## src/common/bbsp_pkg.sv

```systemverilog
// package: timing constants and carrier types for the battery-backed sram host port
package bbsp_pkg;

   localparam int ADDR_W = 19;
   localparam int DATA_W = 8;
   localparam int CLK_PERIOD_PS = 5000;

   // printed figures in ns, faster grade
   localparam int ADDR_ACCESS_TIME_NS = 70;
   localparam int SELECT_ACCESS_TIME_NS = 70;
   localparam int DRIVE_ACCESS_TIME_NS = 40;
   localparam int ADDR_CHANGE_HOLD_TIME_NS = 10;
   localparam int STROBE_LOW_TO_FLOAT_NS = 25;
   localparam int WRITE_DATA_SETUP_NS = 30;
   localparam int WRITE_DATA_HOLD_NS = 5;
   localparam int SELECT_RELEASE_RECOVERY_NS = 10;
   localparam int STROBE_RELEASE_RECOVERY_NS = 5;
   localparam int STROBE_PULSE_NS = 50;
   localparam int SELECT_PULSE_NS = 55;
   localparam int CYCLE_TIME_NS = 70;
   localparam int ADDR_TO_STROBE_HIGH_NS = 60;
   localparam int ADDR_SETUP_NS = 0;

   // least times round up to whole cycles, at least one
   function automatic int cyc_up(input int ns);
      int c;
      c = (ns * 1000 + CLK_PERIOD_PS - 1) / CLK_PERIOD_PS;
      return (c < 1) ? 1 : c;
   endfunction

   // read sample point: latest of the three access times, data floats during write strobe
   localparam int READ_CYC = cyc_up(ADDR_ACCESS_TIME_NS > DRIVE_ACCESS_TIME_NS ?
      (ADDR_ACCESS_TIME_NS > SELECT_ACCESS_TIME_NS ? ADDR_ACCESS_TIME_NS : SELECT_ACCESS_TIME_NS)
      : DRIVE_ACCESS_TIME_NS);
   localparam int FLOAT_CYC = cyc_up(STROBE_LOW_TO_FLOAT_NS);
   localparam int WSTROBE_CYC_RAW = cyc_up(STROBE_PULSE_NS) > cyc_up(SELECT_PULSE_NS) ?
      cyc_up(STROBE_PULSE_NS) : cyc_up(SELECT_PULSE_NS);
   localparam int ADDR_WH_CYC = cyc_up(ADDR_TO_STROBE_HIGH_NS);
   localparam int WSTROBE_CYC0 = WSTROBE_CYC_RAW > ADDR_WH_CYC ? WSTROBE_CYC_RAW : ADDR_WH_CYC;
   localparam int WSTROBE_CYC = WSTROBE_CYC0 > cyc_up(WRITE_DATA_SETUP_NS) ?
      WSTROBE_CYC0 : cyc_up(WRITE_DATA_SETUP_NS);
   localparam int HOLD_CYC = cyc_up(SELECT_RELEASE_RECOVERY_NS) > cyc_up(WRITE_DATA_HOLD_NS) ?
      cyc_up(SELECT_RELEASE_RECOVERY_NS) : cyc_up(WRITE_DATA_HOLD_NS);
   localparam int CYCLE_CYC = cyc_up(CYCLE_TIME_NS);
   localparam int READ_HOLD_CYC = cyc_up(ADDR_CHANGE_HOLD_TIME_NS);
   localparam int CNT_W = 8;
   localparam int RECOVERY_CYC_DEFAULT = 40000;
   localparam int REC_W = 24;

   typedef struct packed {
      logic write;
      logic [ADDR_W-1:0] addr;
      logic [DATA_W-1:0] wdata;
   } bbsp_req_type;

   typedef struct packed {
      logic select_n;
      logic drive_n;
      logic strobe_n;
      logic [ADDR_W-1:0] byte_addr;
   } bbsp_pins_type;

endpackage

```

## src/rtl/bbsp_host.sv

```systemverilog
// host controller that drives the battery-backed sram port through its pins
// Behaviour
// - host holds address stable whole write, set up by falling edge.
// - host keeps strobe/select high 10 ns or 5 ns, address unchanged.
// - host presents write data 30 ns before end, holds 5 ns after.
// - host keeps output enable high during writes.
// - strobe low 50 ns, select write 55 ns, cycle 70 ns minimum.
// - address valid 60 ns before terminating strobe rise.
`timescale 1ns/1ps
module bbsp_host #(
   parameter int RECOVERY_CYC = bbsp_pkg::RECOVERY_CYC_DEFAULT
) (
   // clock and reset
   input wire logic clock,
   input wire logic rstn,
   // user request side
   input wire logic req_valid,
   output logic req_ready,
   input wire bbsp_pkg::bbsp_req_type req,
   output logic rsp_valid,
   output logic [bbsp_pkg::DATA_W-1:0] rsp_rdata,
   // supply status
   input wire logic supply_fail,
   output logic port_ready,
   // device pins
   output bbsp_pkg::bbsp_pins_type pins,
   input wire logic [bbsp_pkg::DATA_W-1:0] data_bus_in,
   output logic [bbsp_pkg::DATA_W-1:0] data_bus_out,
   output logic data_bus_oe_n
);
   typedef enum logic [2:0] {ST_IDLE, ST_READ, ST_RGAP, ST_WRITE, ST_WHOLD, ST_WAIT}
      bbsp_state_type;

   bbsp_state_type state_q;
   logic [bbsp_pkg::CNT_W-1:0] cnt_q;
   logic [bbsp_pkg::CNT_W-1:0] cyc_q;
   logic [bbsp_pkg::REC_W-1:0] rec_q;
   logic [bbsp_pkg::DATA_W-1:0] din_s;
   logic fail_s;
   logic is_write;
   logic [bbsp_pkg::DATA_W:0] sync_out;
   logic [bbsp_pkg::ADDR_W-1:0] addr_q;
   logic select_n_q;
   logic strobe_n_q;
   logic drive_n_q;

   // data and supply status come from outside the clock domain
   bbsp_sync #(.WIDTH(bbsp_pkg::DATA_W + 1)) u_sync (
      .clock(clock),
      .rstn(rstn),
      .async_in({supply_fail, data_bus_in}),
      .sync_out(sync_out)
   );
   assign din_s = sync_out[bbsp_pkg::DATA_W-1:0];
   assign fail_s = sync_out[bbsp_pkg::DATA_W];

   // recovery delay after supply returns before accesses resume
   always_ff @(posedge clock or negedge rstn)
   begin
      if (!rstn)
         rec_q <= bbsp_pkg::REC_W'(RECOVERY_CYC);
      else if (fail_s)
         rec_q <= bbsp_pkg::REC_W'(RECOVERY_CYC);
      else if (rec_q != '0)
         rec_q <= rec_q - 1'b1;
   end

   assign port_ready = (rec_q == '0) && !fail_s;
   assign req_ready = (state_q == ST_IDLE) && port_ready;
   assign is_write = state_q == ST_WRITE || state_q == ST_WHOLD;

   always_ff @(posedge clock or negedge rstn)
   begin
      if (!rstn)
      begin
         state_q <= ST_IDLE;
         cnt_q <= '0;
         cyc_q <= '0;
      end
      else
      begin
         if (cyc_q != '0)
            cyc_q <= cyc_q - 1'b1;
         case (state_q)
            ST_IDLE:
            begin
               if (req_valid && req_ready)
               begin
                  state_q <= req.write ? ST_WRITE : ST_READ;
                  // one cycle of margin past the access time, two for the input synchroniser
                  cnt_q <= req.write ? bbsp_pkg::CNT_W'(bbsp_pkg::WSTROBE_CYC)
                     : bbsp_pkg::CNT_W'(bbsp_pkg::READ_CYC + 3);
                  cyc_q <= bbsp_pkg::CNT_W'(bbsp_pkg::CYCLE_CYC);
               end
            end
            ST_READ:
            begin
               if (cnt_q == 1)
               begin
                  state_q <= ST_RGAP;
                  cnt_q <= bbsp_pkg::CNT_W'(bbsp_pkg::READ_HOLD_CYC);
               end
               else
                  cnt_q <= cnt_q - 1'b1;
            end
            ST_WRITE:
            begin
               // a supply failure ends the write early; only this byte is at risk
               if (cnt_q == 1 || fail_s)
               begin
                  state_q <= ST_WHOLD;
                  cnt_q <= bbsp_pkg::CNT_W'(bbsp_pkg::HOLD_CYC);
               end
               else
                  cnt_q <= cnt_q - 1'b1;
            end
            ST_RGAP, ST_WHOLD:
            begin
               if (cnt_q == 1)
                  state_q <= ST_WAIT;
               else
                  cnt_q <= cnt_q - 1'b1;
            end
            ST_WAIT:
            begin
               if (cyc_q <= 1)
                  state_q <= ST_IDLE;
            end
            default:
               state_q <= ST_IDLE;
         endcase
      end
   end

   // address and write data latched at request, held until the next one
   always_ff @(posedge clock or negedge rstn)
   begin
      if (!rstn)
      begin
         addr_q <= '0;
         data_bus_out <= '0;
      end
      else if (state_q == ST_IDLE && req_valid && req_ready)
      begin
         addr_q <= req.addr;
         data_bus_out <= req.wdata;
      end
   end

   // control pins from flops; select and strobe fall together so data stays floated
   always_ff @(posedge clock or negedge rstn)
   begin
      if (!rstn)
      begin
         select_n_q <= 1'b1;
         strobe_n_q <= 1'b1;
         drive_n_q <= 1'b1;
         data_bus_oe_n <= 1'b1;
      end
      else
      begin
         select_n_q <= !(state_q == ST_IDLE && req_valid && req_ready
            || state_q == ST_READ && cnt_q != 1
            || state_q == ST_WRITE && cnt_q != 1 && !fail_s);
         strobe_n_q <= !(state_q == ST_IDLE && req_valid && req_ready && req.write
            || state_q == ST_WRITE && cnt_q != 1 && !fail_s);
         drive_n_q <= !(state_q == ST_IDLE && req_valid && req_ready && !req.write
            || state_q == ST_READ && cnt_q != 1);
         // keep driving through the data hold after the strobe rises
         data_bus_oe_n <= !(state_q == ST_IDLE && req_valid && req_ready && req.write
            || state_q == ST_WRITE || state_q == ST_WHOLD && cnt_q != 1);
      end
   end

   // one driver for the whole pin group; every field comes straight from a flop
   assign pins = '{select_n: select_n_q, drive_n: drive_n_q, strobe_n: strobe_n_q,
      byte_addr: addr_q};

   // sample at the last read cycle, after every access time has passed
   always_ff @(posedge clock or negedge rstn)
   begin
      if (!rstn)
      begin
         rsp_valid <= 1'b0;
         rsp_rdata <= '0;
      end
      else
      begin
         rsp_valid <= state_q == ST_READ && cnt_q == 1 && !is_write;
         if (state_q == ST_READ && cnt_q == 1)
            rsp_rdata <= din_s;
      end
   end
endmodule

```

## src/rtl/bbsp_sync.sv

```systemverilog
// two-flop synchroniser bank for pin inputs
`timescale 1ns/1ps
module bbsp_sync #(
   parameter int WIDTH = 1
) (
   // clock and reset
   input wire logic clock,
   input wire logic rstn,
   // data
   input wire logic [WIDTH-1:0] async_in,
   output logic [WIDTH-1:0] sync_out
);
   logic [WIDTH-1:0] meta_q;

   always_ff @(posedge clock or negedge rstn)
   begin
      if (!rstn)
      begin
         meta_q <= '0;
         sync_out <= '0;
      end
      else
      begin
         meta_q <= async_in;
         sync_out <= meta_q;
      end
   end
endmodule

```

## config.mk

```make
export PLATFORM = sky130hd
export DESIGN_NAME = bbsp_host
export DESIGN_NICKNAME = d
export VERILOG_FILES = /design/src/common/bbsp_pkg.sv /design/src/rtl/bbsp_host.sv /design/src/rtl/bbsp_sync.sv
export SDC_FILE = /design/constraint.sdc
export NUM_CORES = 1
export LEC_CHECK = 0
export BUFFER_PORTS_ARGS = -buffer_cell sky130_fd_sc_hd__buf_4
export CORE_AREA = 5 5 122 171
export DETAILED_ROUTE_END_ITERATION = 8
export DIE_AREA = 0 0 127 176
export PLACE_DENSITY_LB_ADDON = 0.12
export SYNTH_ARGS = -nofsm -noshare
export SYNTH_HDL_FRONTEND = slang
export SYNTH_SLANG_ARGS = --single-unit
```

## constraint.sdc

```tcl
create_clock -name clock -period 2.5 [get_ports clock]
set_input_delay 0.125 -clock clock [delete_from_list [all_inputs] [get_ports clock]]
set_output_delay 0.125 -clock clock [all_outputs]
set_load 0.05 [all_outputs]
```

Word level (Yosys, flattened, before mapping)
Cells that the tools add are included.
{"block": "op_classes", "magnitude_cmp": 1, "add_sub_neg": 3, "mux": 18, "reduce_logical": 37, "n_eq_ne": 13}
{"cell": "two-way mux 8 bit", "count": 7}
{"cell": "two-way mux 24 bit", "count": 2}
{"cell": "case mux 8 bit (4 select lines)", "count": 1}
{"cell": "zero test 24 bit", "count": 1}
{"cell": "nonzero test 24 bit", "count": 1}
{"cell": "subtractor 24 x 1 -> 24 bit, second input constant", "count": 1}
{"cell": "subtractor 8 x 1 -> 8 bit, second input constant", "count": 2}
{"cell": "two-way mux 3 bit", "count": 5}
{"cell": "case mux 3 bit (5 select lines)", "count": 1}
{"cell": "logical AND 1 bit", "count": 13}
{"cell": "equality test 8 x 1 -> 1 bit, second input constant", "count": 1}
{"cell": "<= comparator 8 x 1 -> 1 bit, second input constant", "count": 1}
{"cell": "logical OR 1 bit", "count": 8}
{"cell": "inequality test 8 x 1 -> 1 bit, second input constant", "count": 1}
{"cell": "nonzero test 8 bit", "count": 1}
{"cell": "zero test 1 bit", "count": 7}
{"cell": "equality test 3 x 2 -> 1 bit, second input constant", "count": 2}
{"cell": "equality test 3 bit, second input constant", "count": 2}
{"cell": "inequality test 2 x 1 -> 1 bit, second input constant", "count": 3}
{"cell": "inequality test 2 bit, second input constant", "count": 3}
{"cell": "two-way mux 5 bit", "count": 1}
{"cell": "AND reduction 5 bit", "count": 1}
{"cell": "nonzero test 4 bit", "count": 1}
{"cell": "equality test 3 x 1 -> 1 bit, second input constant", "count": 1}
{"cell": "5 further kinds", "count": 5}
{"block": "word_totals", "output_inout_bits": 42, "inputBits": 40, "reg_bits": 101}

Logic depth before layout (Yosys ltp)
{"block": "logic_depth", "depth_word": 8, "ltp_mapped": 9, "mapped_depth_nobuf": 7}

Modules after synthesis
Synthesis repeated with hierarchy kept, for this count alone.
{"block": "hier_totals", "hier_cells": 477, "area_unflattened_um2": 4648.2}
{"module": "bbsp_host", "cells_per_inst": 459, "area_each_um2": 4197.8, "n_inst": 1, "seq_area_each_um2": 2088.3}
{"module": "bbsp_sync", "cells_per_inst": 18, "area_each_um2": 450.4, "n_inst": 1, "seq_area_each_um2": 450.4}

Least setup slack after synthesis
Ideal clock, no wire load.
{"block": "synth_timing", "kind": "reg-to-output", "start": "reg rec_q[17] (netlist name)", "end": "out req_ready", "path_stages_with_launch": 6, "setup_slack_ns": -0.601, "arrival_ns": 2.976, "path_cell_list": "dfrtp_1 nor4_2 and4_1 buf_2 nand3_1 nor4_1"}
{"block": "synth_via", "elab_chain_cells": 3}
{"item": "from (decl)", "line_no": "bbsp_host.sv:37", "source": "logic [bbsp_pkg::REC_W-1:0] rec_q;"}
{"item": "from (signal assigned)", "line_no": "bbsp_host.sv:61", "source": "rec_q <= bbsp_pkg::REC_W'(RECOVERY_CYC);"}
{"item": "from (signal assigned)", "line_no": "bbsp_host.sv:63", "source": "rec_q <= bbsp_pkg::REC_W'(RECOVERY_CYC);"}
{"item": "from (signal assigned)", "line_no": "bbsp_host.sv:65", "source": "rec_q <= rec_q - 1'b1;"}
{"item": "zero test 24 bit", "line_no": "bbsp_host.sv:68", "source": "assign port_ready = (rec_q == '0) && !fail_s;"}
{"item": "logical AND 1 bit", "line_no": "bbsp_host.sv:68"}
{"item": "logical AND 1 bit", "line_no": "bbsp_host.sv:69", "source": "assign req_ready = (state_q == ST_IDLE) && port_ready;"}
{"item": "to (decl)", "line_no": "bbsp_host.sv:18", "source": "output logic req_ready,"}
No other way between the ends.

Final worst setup path
{"block": "layout_timing", "start": "reg rec_q[9] (netlist name)", "end": "out req_ready"}
Same word-level chain as after synthesis.

==> report_table.html <==
<table>
<tr><th>Metric</th><th>Value</th></tr>
<tr><th colspan="2">Routing</th></tr>
<tr><td>Vias</td><td>3519</td></tr>
<tr><td>First DRT Iteration DRCs</td><td>142</td></tr>
<tr><td>DR WL/cell</td><td>14.70 um</td></tr>
<tr><td>DR vias/cell</td><td>4.489</td></tr>
<tr><td>Number of design rule violations left after detail routing</td><td>0</td></tr>
<tr><td>First drt pass iteration count</td><td>4</td></tr>
<tr><td>Total wire length after detailed routing</td><td>11530 um</td></tr>
<tr><td>Residual antenna-violating net count after detailed routing</td><td>0</td></tr>
<tr><th colspan="2">Power</th></tr>
<tr><td>Leak Pwr</td><td>2.968 nW</td></tr>
<tr><td>Peak VDD IR</td><td>0.3042 mV</td></tr>
<tr><td>PwrDens</td><td>546.2 nW/um^2</td></tr>
<tr><th colspan="2">Synthesis</th></tr>
<tr><td>Syn Nets</td><td>446</td></tr>
<tr><td>Total of flip-flops plus latches after synthesis</td><td>101</td></tr>
<tr><td>Most used DFF post-synth</td><td>sky130_fd_sc_hd__dfrtp_1</td></tr>
<tr><td>Post-Synthesis Cells</td><td>399</td></tr>
<tr><td>Count of unique library cells instantiated by Yosys</td><td>66</td></tr>
<tr><td>Netlist area before placement</td><td>4689 sq um</td></tr>
<tr><td>Async SR Flop Fraction</td><td>1.000</td></tr>
<tr><td>Top post-synthesis cells by area</td><td>sky130_fd_sc_hd__dfrtp_1 (49%), sky130_fd_sc_hd__dfstp_2 (5.0%), sky130_fd_sc_hd__mux2_1 (5.0%), sky130_fd_sc_hd__mux2_2 (4.1%), sky130_fd_sc_hd__nor2_1 (2.6%)</td></tr>
<tr><td>Commonest cells in the synthesized netlist</td><td>sky130_fd_sc_hd__dfrtp_1 (92), sky130_fd_sc_hd__nor2_1 (33), sky130_fd_sc_hd__mux2_1 (21)</td></tr>
<tr><td>Syn_area_per_cell</td><td>11.75 sq um</td></tr>
<tr><td>Number of enable-type register cells in the synthesized netlist</td><td>0</td></tr>
<tr><td>Synth area leader</td><td>sky130_fd_sc_hd__dfrtp_1</td></tr>
<tr><td>Most frequent cell after synthesis</td><td>sky130_fd_sc_hd__dfrtp_1</td></tr>
<tr><td>Top cell type's share of synthesized area</td><td>0.4909</td></tr>
<tr><td>Yosys Warn Count</td><td>0</td></tr>
<tr><td>Sequential fraction of the synthesis area</td><td>0.5414</td></tr>
<tr><th colspan="2">Setup path</th></tr>
<tr><td>Cell Chain, Critical Path</td><td>or4_1 &gt; nor3_2 &gt; buf_4 &gt; nand3_4 &gt; nor4_4 &gt; buf_6</td></tr>
<tr><td>Cell type group with the largest total delay on the critical path</td><td>simple AND/OR/NAND/NOR gates</td></tr>
<tr><td>Largest stage delay on the critical path</td><td>0.56 ns</td></tr>
<tr><td>Cell at the slowest stage of the critical path</td><td>sky130_fd_sc_hd__or4_1</td></tr>
<tr><td>Crit-path max FO</td><td>6</td></tr>
<tr><td>Classification of the worst setup path</td><td>reg2out</td></tr>
<tr><td>Data arrival, critical path</td><td>2.26 ns</td></tr>
<tr><td>Worst setup SP type</td><td>register</td></tr>
<tr><td>Nature of the critical path endpoint</td><td>output port</td></tr>
<tr><td>Required time of the critical path</td><td>2.38 ns</td></tr>
<tr><td>Count of buffer and inverter cells on the critical path</td><td>2</td></tr>
<tr><th colspan="2">Clocking</th></tr>
<tr><td>H-Tree Level Count</td><td>3</td></tr>
<tr><td>Num CTS Buffers</td><td>9</td></tr>
<tr><td>CTS tree</td><td>built</td></tr>
<tr><td>Clock input transition at the sequential cells of the worst setup and hold paths</td><td>0.09 ns</td></tr>
<tr><td>Worst-skew pair later-pin latency</td><td>0.36 ns</td></tr>
<tr><td>Worst-case clock buffer depth</td><td>2</td></tr>
<tr><td>Cell chosen for the clock root</td><td>sky130_fd_sc_hd__clkbuf_16</td></tr>
<tr><td>Clock Sinks</td><td>101</td></tr>
<tr><th colspan="2">Die</th></tr>
<tr><td>Area of the core</td><td>19070 sq um</td></tr>
<tr><td>Die X</td><td>127 um</td></tr>
<tr><td>Count of standard-cell rows</td><td>60</td></tr>
<tr><td>Die Footprint</td><td>22350 sq um</td></tr>
<tr><td>Num ports</td><td>82</td></tr>
<tr><td>Height of the chip</td><td>176 um</td></tr>
<tr><td>Starting density of the core</td><td>0.2459</td></tr>
<tr><th colspan="2">Flow run</th></tr>
<tr><td>Max-cap violations</td><td>0</td></tr>
<tr><th colspan="2">Timing</th></tr>
<tr><td>Setup_tns</td><td>0 ns</td></tr>
<tr><td>Setup repair after global routing missed its margin</td><td>true</td></tr>
<tr><td>Max-slew headroom</td><td>0.6116</td></tr>
<tr><td>Slew at the pin closest to its max-slew limit</td><td>0.5680 ns</td></tr>
<tr><td>Post-layout min period</td><td>2.386 ns</td></tr>
<tr><td>Total of endpoints with negative setup slack in the final report</td><td>0</td></tr>
<tr><td>Number of endpoints with negative hold slack in the final report</td><td>0</td></tr>
<tr><td>Worst clock skew</td><td>0.01337 ns</td></tr>
<tr><td>Post-route clock period utilization</td><td>0.9544</td></tr>
<tr><td>Highest Clock Rate</td><td>419.1 MHz</td></tr>
<tr><td>Slew Limit Fails</td><td>0</td></tr>
<tr><th colspan="2">Place</th></tr>
<tr><td>Placer congestion estimate</td><td>0.7581</td></tr>
<tr><td>Placed Cells incl. Taps</td><td>728</td></tr>
<tr><td>DP Wirelength</td><td>8010 um</td></tr>
<tr><td>Count of input and output buffers</td><td>81</td></tr>
<tr><th colspan="2">Outcome</th></tr>
<tr><td>Result of the run</td><td>finished clean</td></tr>
<tr><th colspan="2">Finish</th></tr>
<tr><td>Non-filler instance count after layout</td><td>784</td></tr>
<tr><td>Number of nets at the end of the flow</td><td>578</td></tr>
<tr><td>Relative area change from synthesis to final layout</td><td>36.63%</td></tr>
<tr><td>Share of final-layout standard cells stronger than drive strength 1</td><td>0.3190</td></tr>
<tr><td>Inserted Diodes</td><td>0</td></tr>
<tr><th colspan="2">Global routing</th></tr>
<tr><td>Total global routing track utilization</td><td>0.1086</td></tr>
<tr><td>Pin count of the biggest net entering global routing</td><td>42</td></tr>
<tr><td>Antenna violations before repair</td><td>0</td></tr>
<tr><td>Vias in the first global route</td><td>3805</td></tr>
<tr><td>Global-route wire length before repair</td><td>19530 um</td></tr>
<tr><td>Global-route congestion overflow total</td><td>0</td></tr>
<tr><th colspan="2">Hold path</th></tr>
<tr><td>Class of the most critical hold timing path</td><td>in2async</td></tr>
</table>
layout make-up:
class	count	area (sq um)
flip-flops and latches	101	2540
well taps	248	310.3
repair buffers	143	1197
clock buffers	9	225.2
inverters	9	33.78
multi-input cells	267	2007
clock inverters	7	93.84
fillers	1943	12660
power breakdown:
group          leakage (nW)  switching [W]  internal [W]  total (W)
Clock                 0.154       0.000756      0.000731    0.00149
Sequential             1.29      0.0000367       0.00167    0.00171
Combinational          1.52       0.000149      0.000152   0.000301
layout by cell type, fill, tap and decap left out, types with 3 or more instances in the layout:
master | synthesis | routed
sky130_fd_sc_hd__mux2_1 | 21 | 21
sky130_fd_sc_hd__a22o_1 | 6 | 6
sky130_fd_sc_hd__o21ai_0 | 11 | 11
sky130_fd_sc_hd__a2111oi_0 | 4 | 3
sky130_fd_sc_hd__a31oi_1 | 3 | 3
sky130_fd_sc_hd__or4_1 | 5 | 5
sky130_fd_sc_hd__nor2_1 | 33 | 33
sky130_fd_sc_hd__dlygate4sd3_1 | 0 | 38
sky130_fd_sc_hd__a211oi_1 | 3 | 3
sky130_fd_sc_hd__nand3_1 | 6 | 5
sky130_fd_sc_hd__ha_1 | 7 | 7
sky130_fd_sc_hd__or2_2 | 3 | 3
sky130_fd_sc_hd__mux2_2 | 17 | 17
sky130_fd_sc_hd__nor3b_1 | 4 | 4
sky130_fd_sc_hd__clkbuf_16 | 0 | 9
sky130_fd_sc_hd__nor4_4 | 2 | 3
sky130_fd_sc_hd__nor4_1 | 8 | 6
sky130_fd_sc_hd__or3_1 | 10 | 10
sky130_fd_sc_hd__inv_1 | 9 | 9
sky130_fd_sc_hd__nor4_2 | 2 | 3
sky130_fd_sc_hd__nor2b_1 | 6 | 6
sky130_fd_sc_hd__a21oi_1 | 18 | 18
sky130_fd_sc_hd__nand2_1 | 17 | 17
sky130_fd_sc_hd__nand2b_1 | 8 | 8
sky130_fd_sc_hd__o31ai_1 | 4 | 4
sky130_fd_sc_hd__xor2_1 | 4 | 4
sky130_fd_sc_hd__buf_4 | 6 | 102
sky130_fd_sc_hd__dfstp_2 | 9 | 9
sky130_fd_sc_hd__xnor2_1 | 12 | 12
sky130_fd_sc_hd__dfrtp_1 | 92 | 91
sky130_fd_sc_hd__clkinv_8 | 0 | 3
sky130_fd_sc_hd__o22ai_1 | 8 | 8
sky130_fd_sc_hd__nor3_1 | 8 | 8
per-stage QoR:
stage | area [sq um] | power, W | util | hold WS (ns) | setup WS, ns
floorplan | 4705 | 0.001870 | - | -0.1706 | 0.1932
detailed placement | 5668 | 0.001999 | 0.2972 | 0.1003 | 0.1202
CTS | 6392 | 0.003575 | 0.3352 | 0.2524 | 0.04553
global placement | 5668 | 0.001997 | 0.2972 | 0.08752 | 0.1406
global route | 6407 | 0.003663 | 0.3360 | 0.2838 | -0.007863
finish | 6407 | 0.003499 | 0.3360 | 0.2456 | 0.1140
timing repair:
action,CTS,global route
hold endpoints to repair,64,0
hold buffers,38,0
pin swaps,2,2
gates cloned,0,0
endpoints found under the setup margin,2,8
buffers inserted,1,1
resized for setup,4,3
worst reg2reg max path, cell delays in order (launching register included):
cell and delay, ns:
sky130_fd_sc_hd__dfrtp_1 0.38, sky130_fd_sc_hd__inv_1 0.08, sky130_fd_sc_hd__ha_1 0.21, sky130_fd_sc_hd__nor2b_1 0.13, sky130_fd_sc_hd__and4_1 0.29, sky130_fd_sc_hd__a31o_2 0.39, sky130_fd_sc_hd__buf_4 0.18, sky130_fd_sc_hd__or4_1 0.46
sky130_fd_sc_hd__a21oi_1 0.15
logic make-up after synthesis:
logic type | Yosys count | synth area share
xor gates and xnor gates | 16 | 0.02988
and+or+nand+nor | 133 | 0.1726
adders and majority gates | 7 | 0.01868
muxes | 40 | 0.09765
AOI/OAI and AO/OA | 71 | 0.1017
DFF | 101 | 0.5414
buffers and inverters | 31 | 0.03815
metal layers:
metal / routed length (um) / track usage / up-vias
met1: 4953 / 0.1298 / 1728
li1: - / - / 1710
met4: 213 / 0.04204 / 0
met3: 410 / 0.02300 / 10
met2: 5950 / 0.1899 / 71
met5: 0 / 0 / -
registers in the layout, indices dropped and copies added (netlist names), 3 cells and up:
signal and count:
addr_q 19, rsp_rdata 8, u_sync.sync_out 9, data_bus_out 8, u_sync.meta_q 9, cnt_q 8, cyc_q 8, rec_q 24
state_q 3
path summary, 6_finish.rpt:
path,start,endpoint,slack (ns),cells after the start
max in group asynchronous,rstn,data_bus_out[1],1.48,3
min,rstn,cnt_q[4],0.25,2
max,rec_q[9],req_ready,0.11,6
min reg2reg,u_sync.meta_q[7],u_sync.sync_out[7],0.35,0
max reg2reg,rec_q[0],rec_q[23],0.15,8
min in group clock,u_sync.meta_q[7],u_sync.sync_out[7],0.35,0
(Power assumes the default switching activity.)
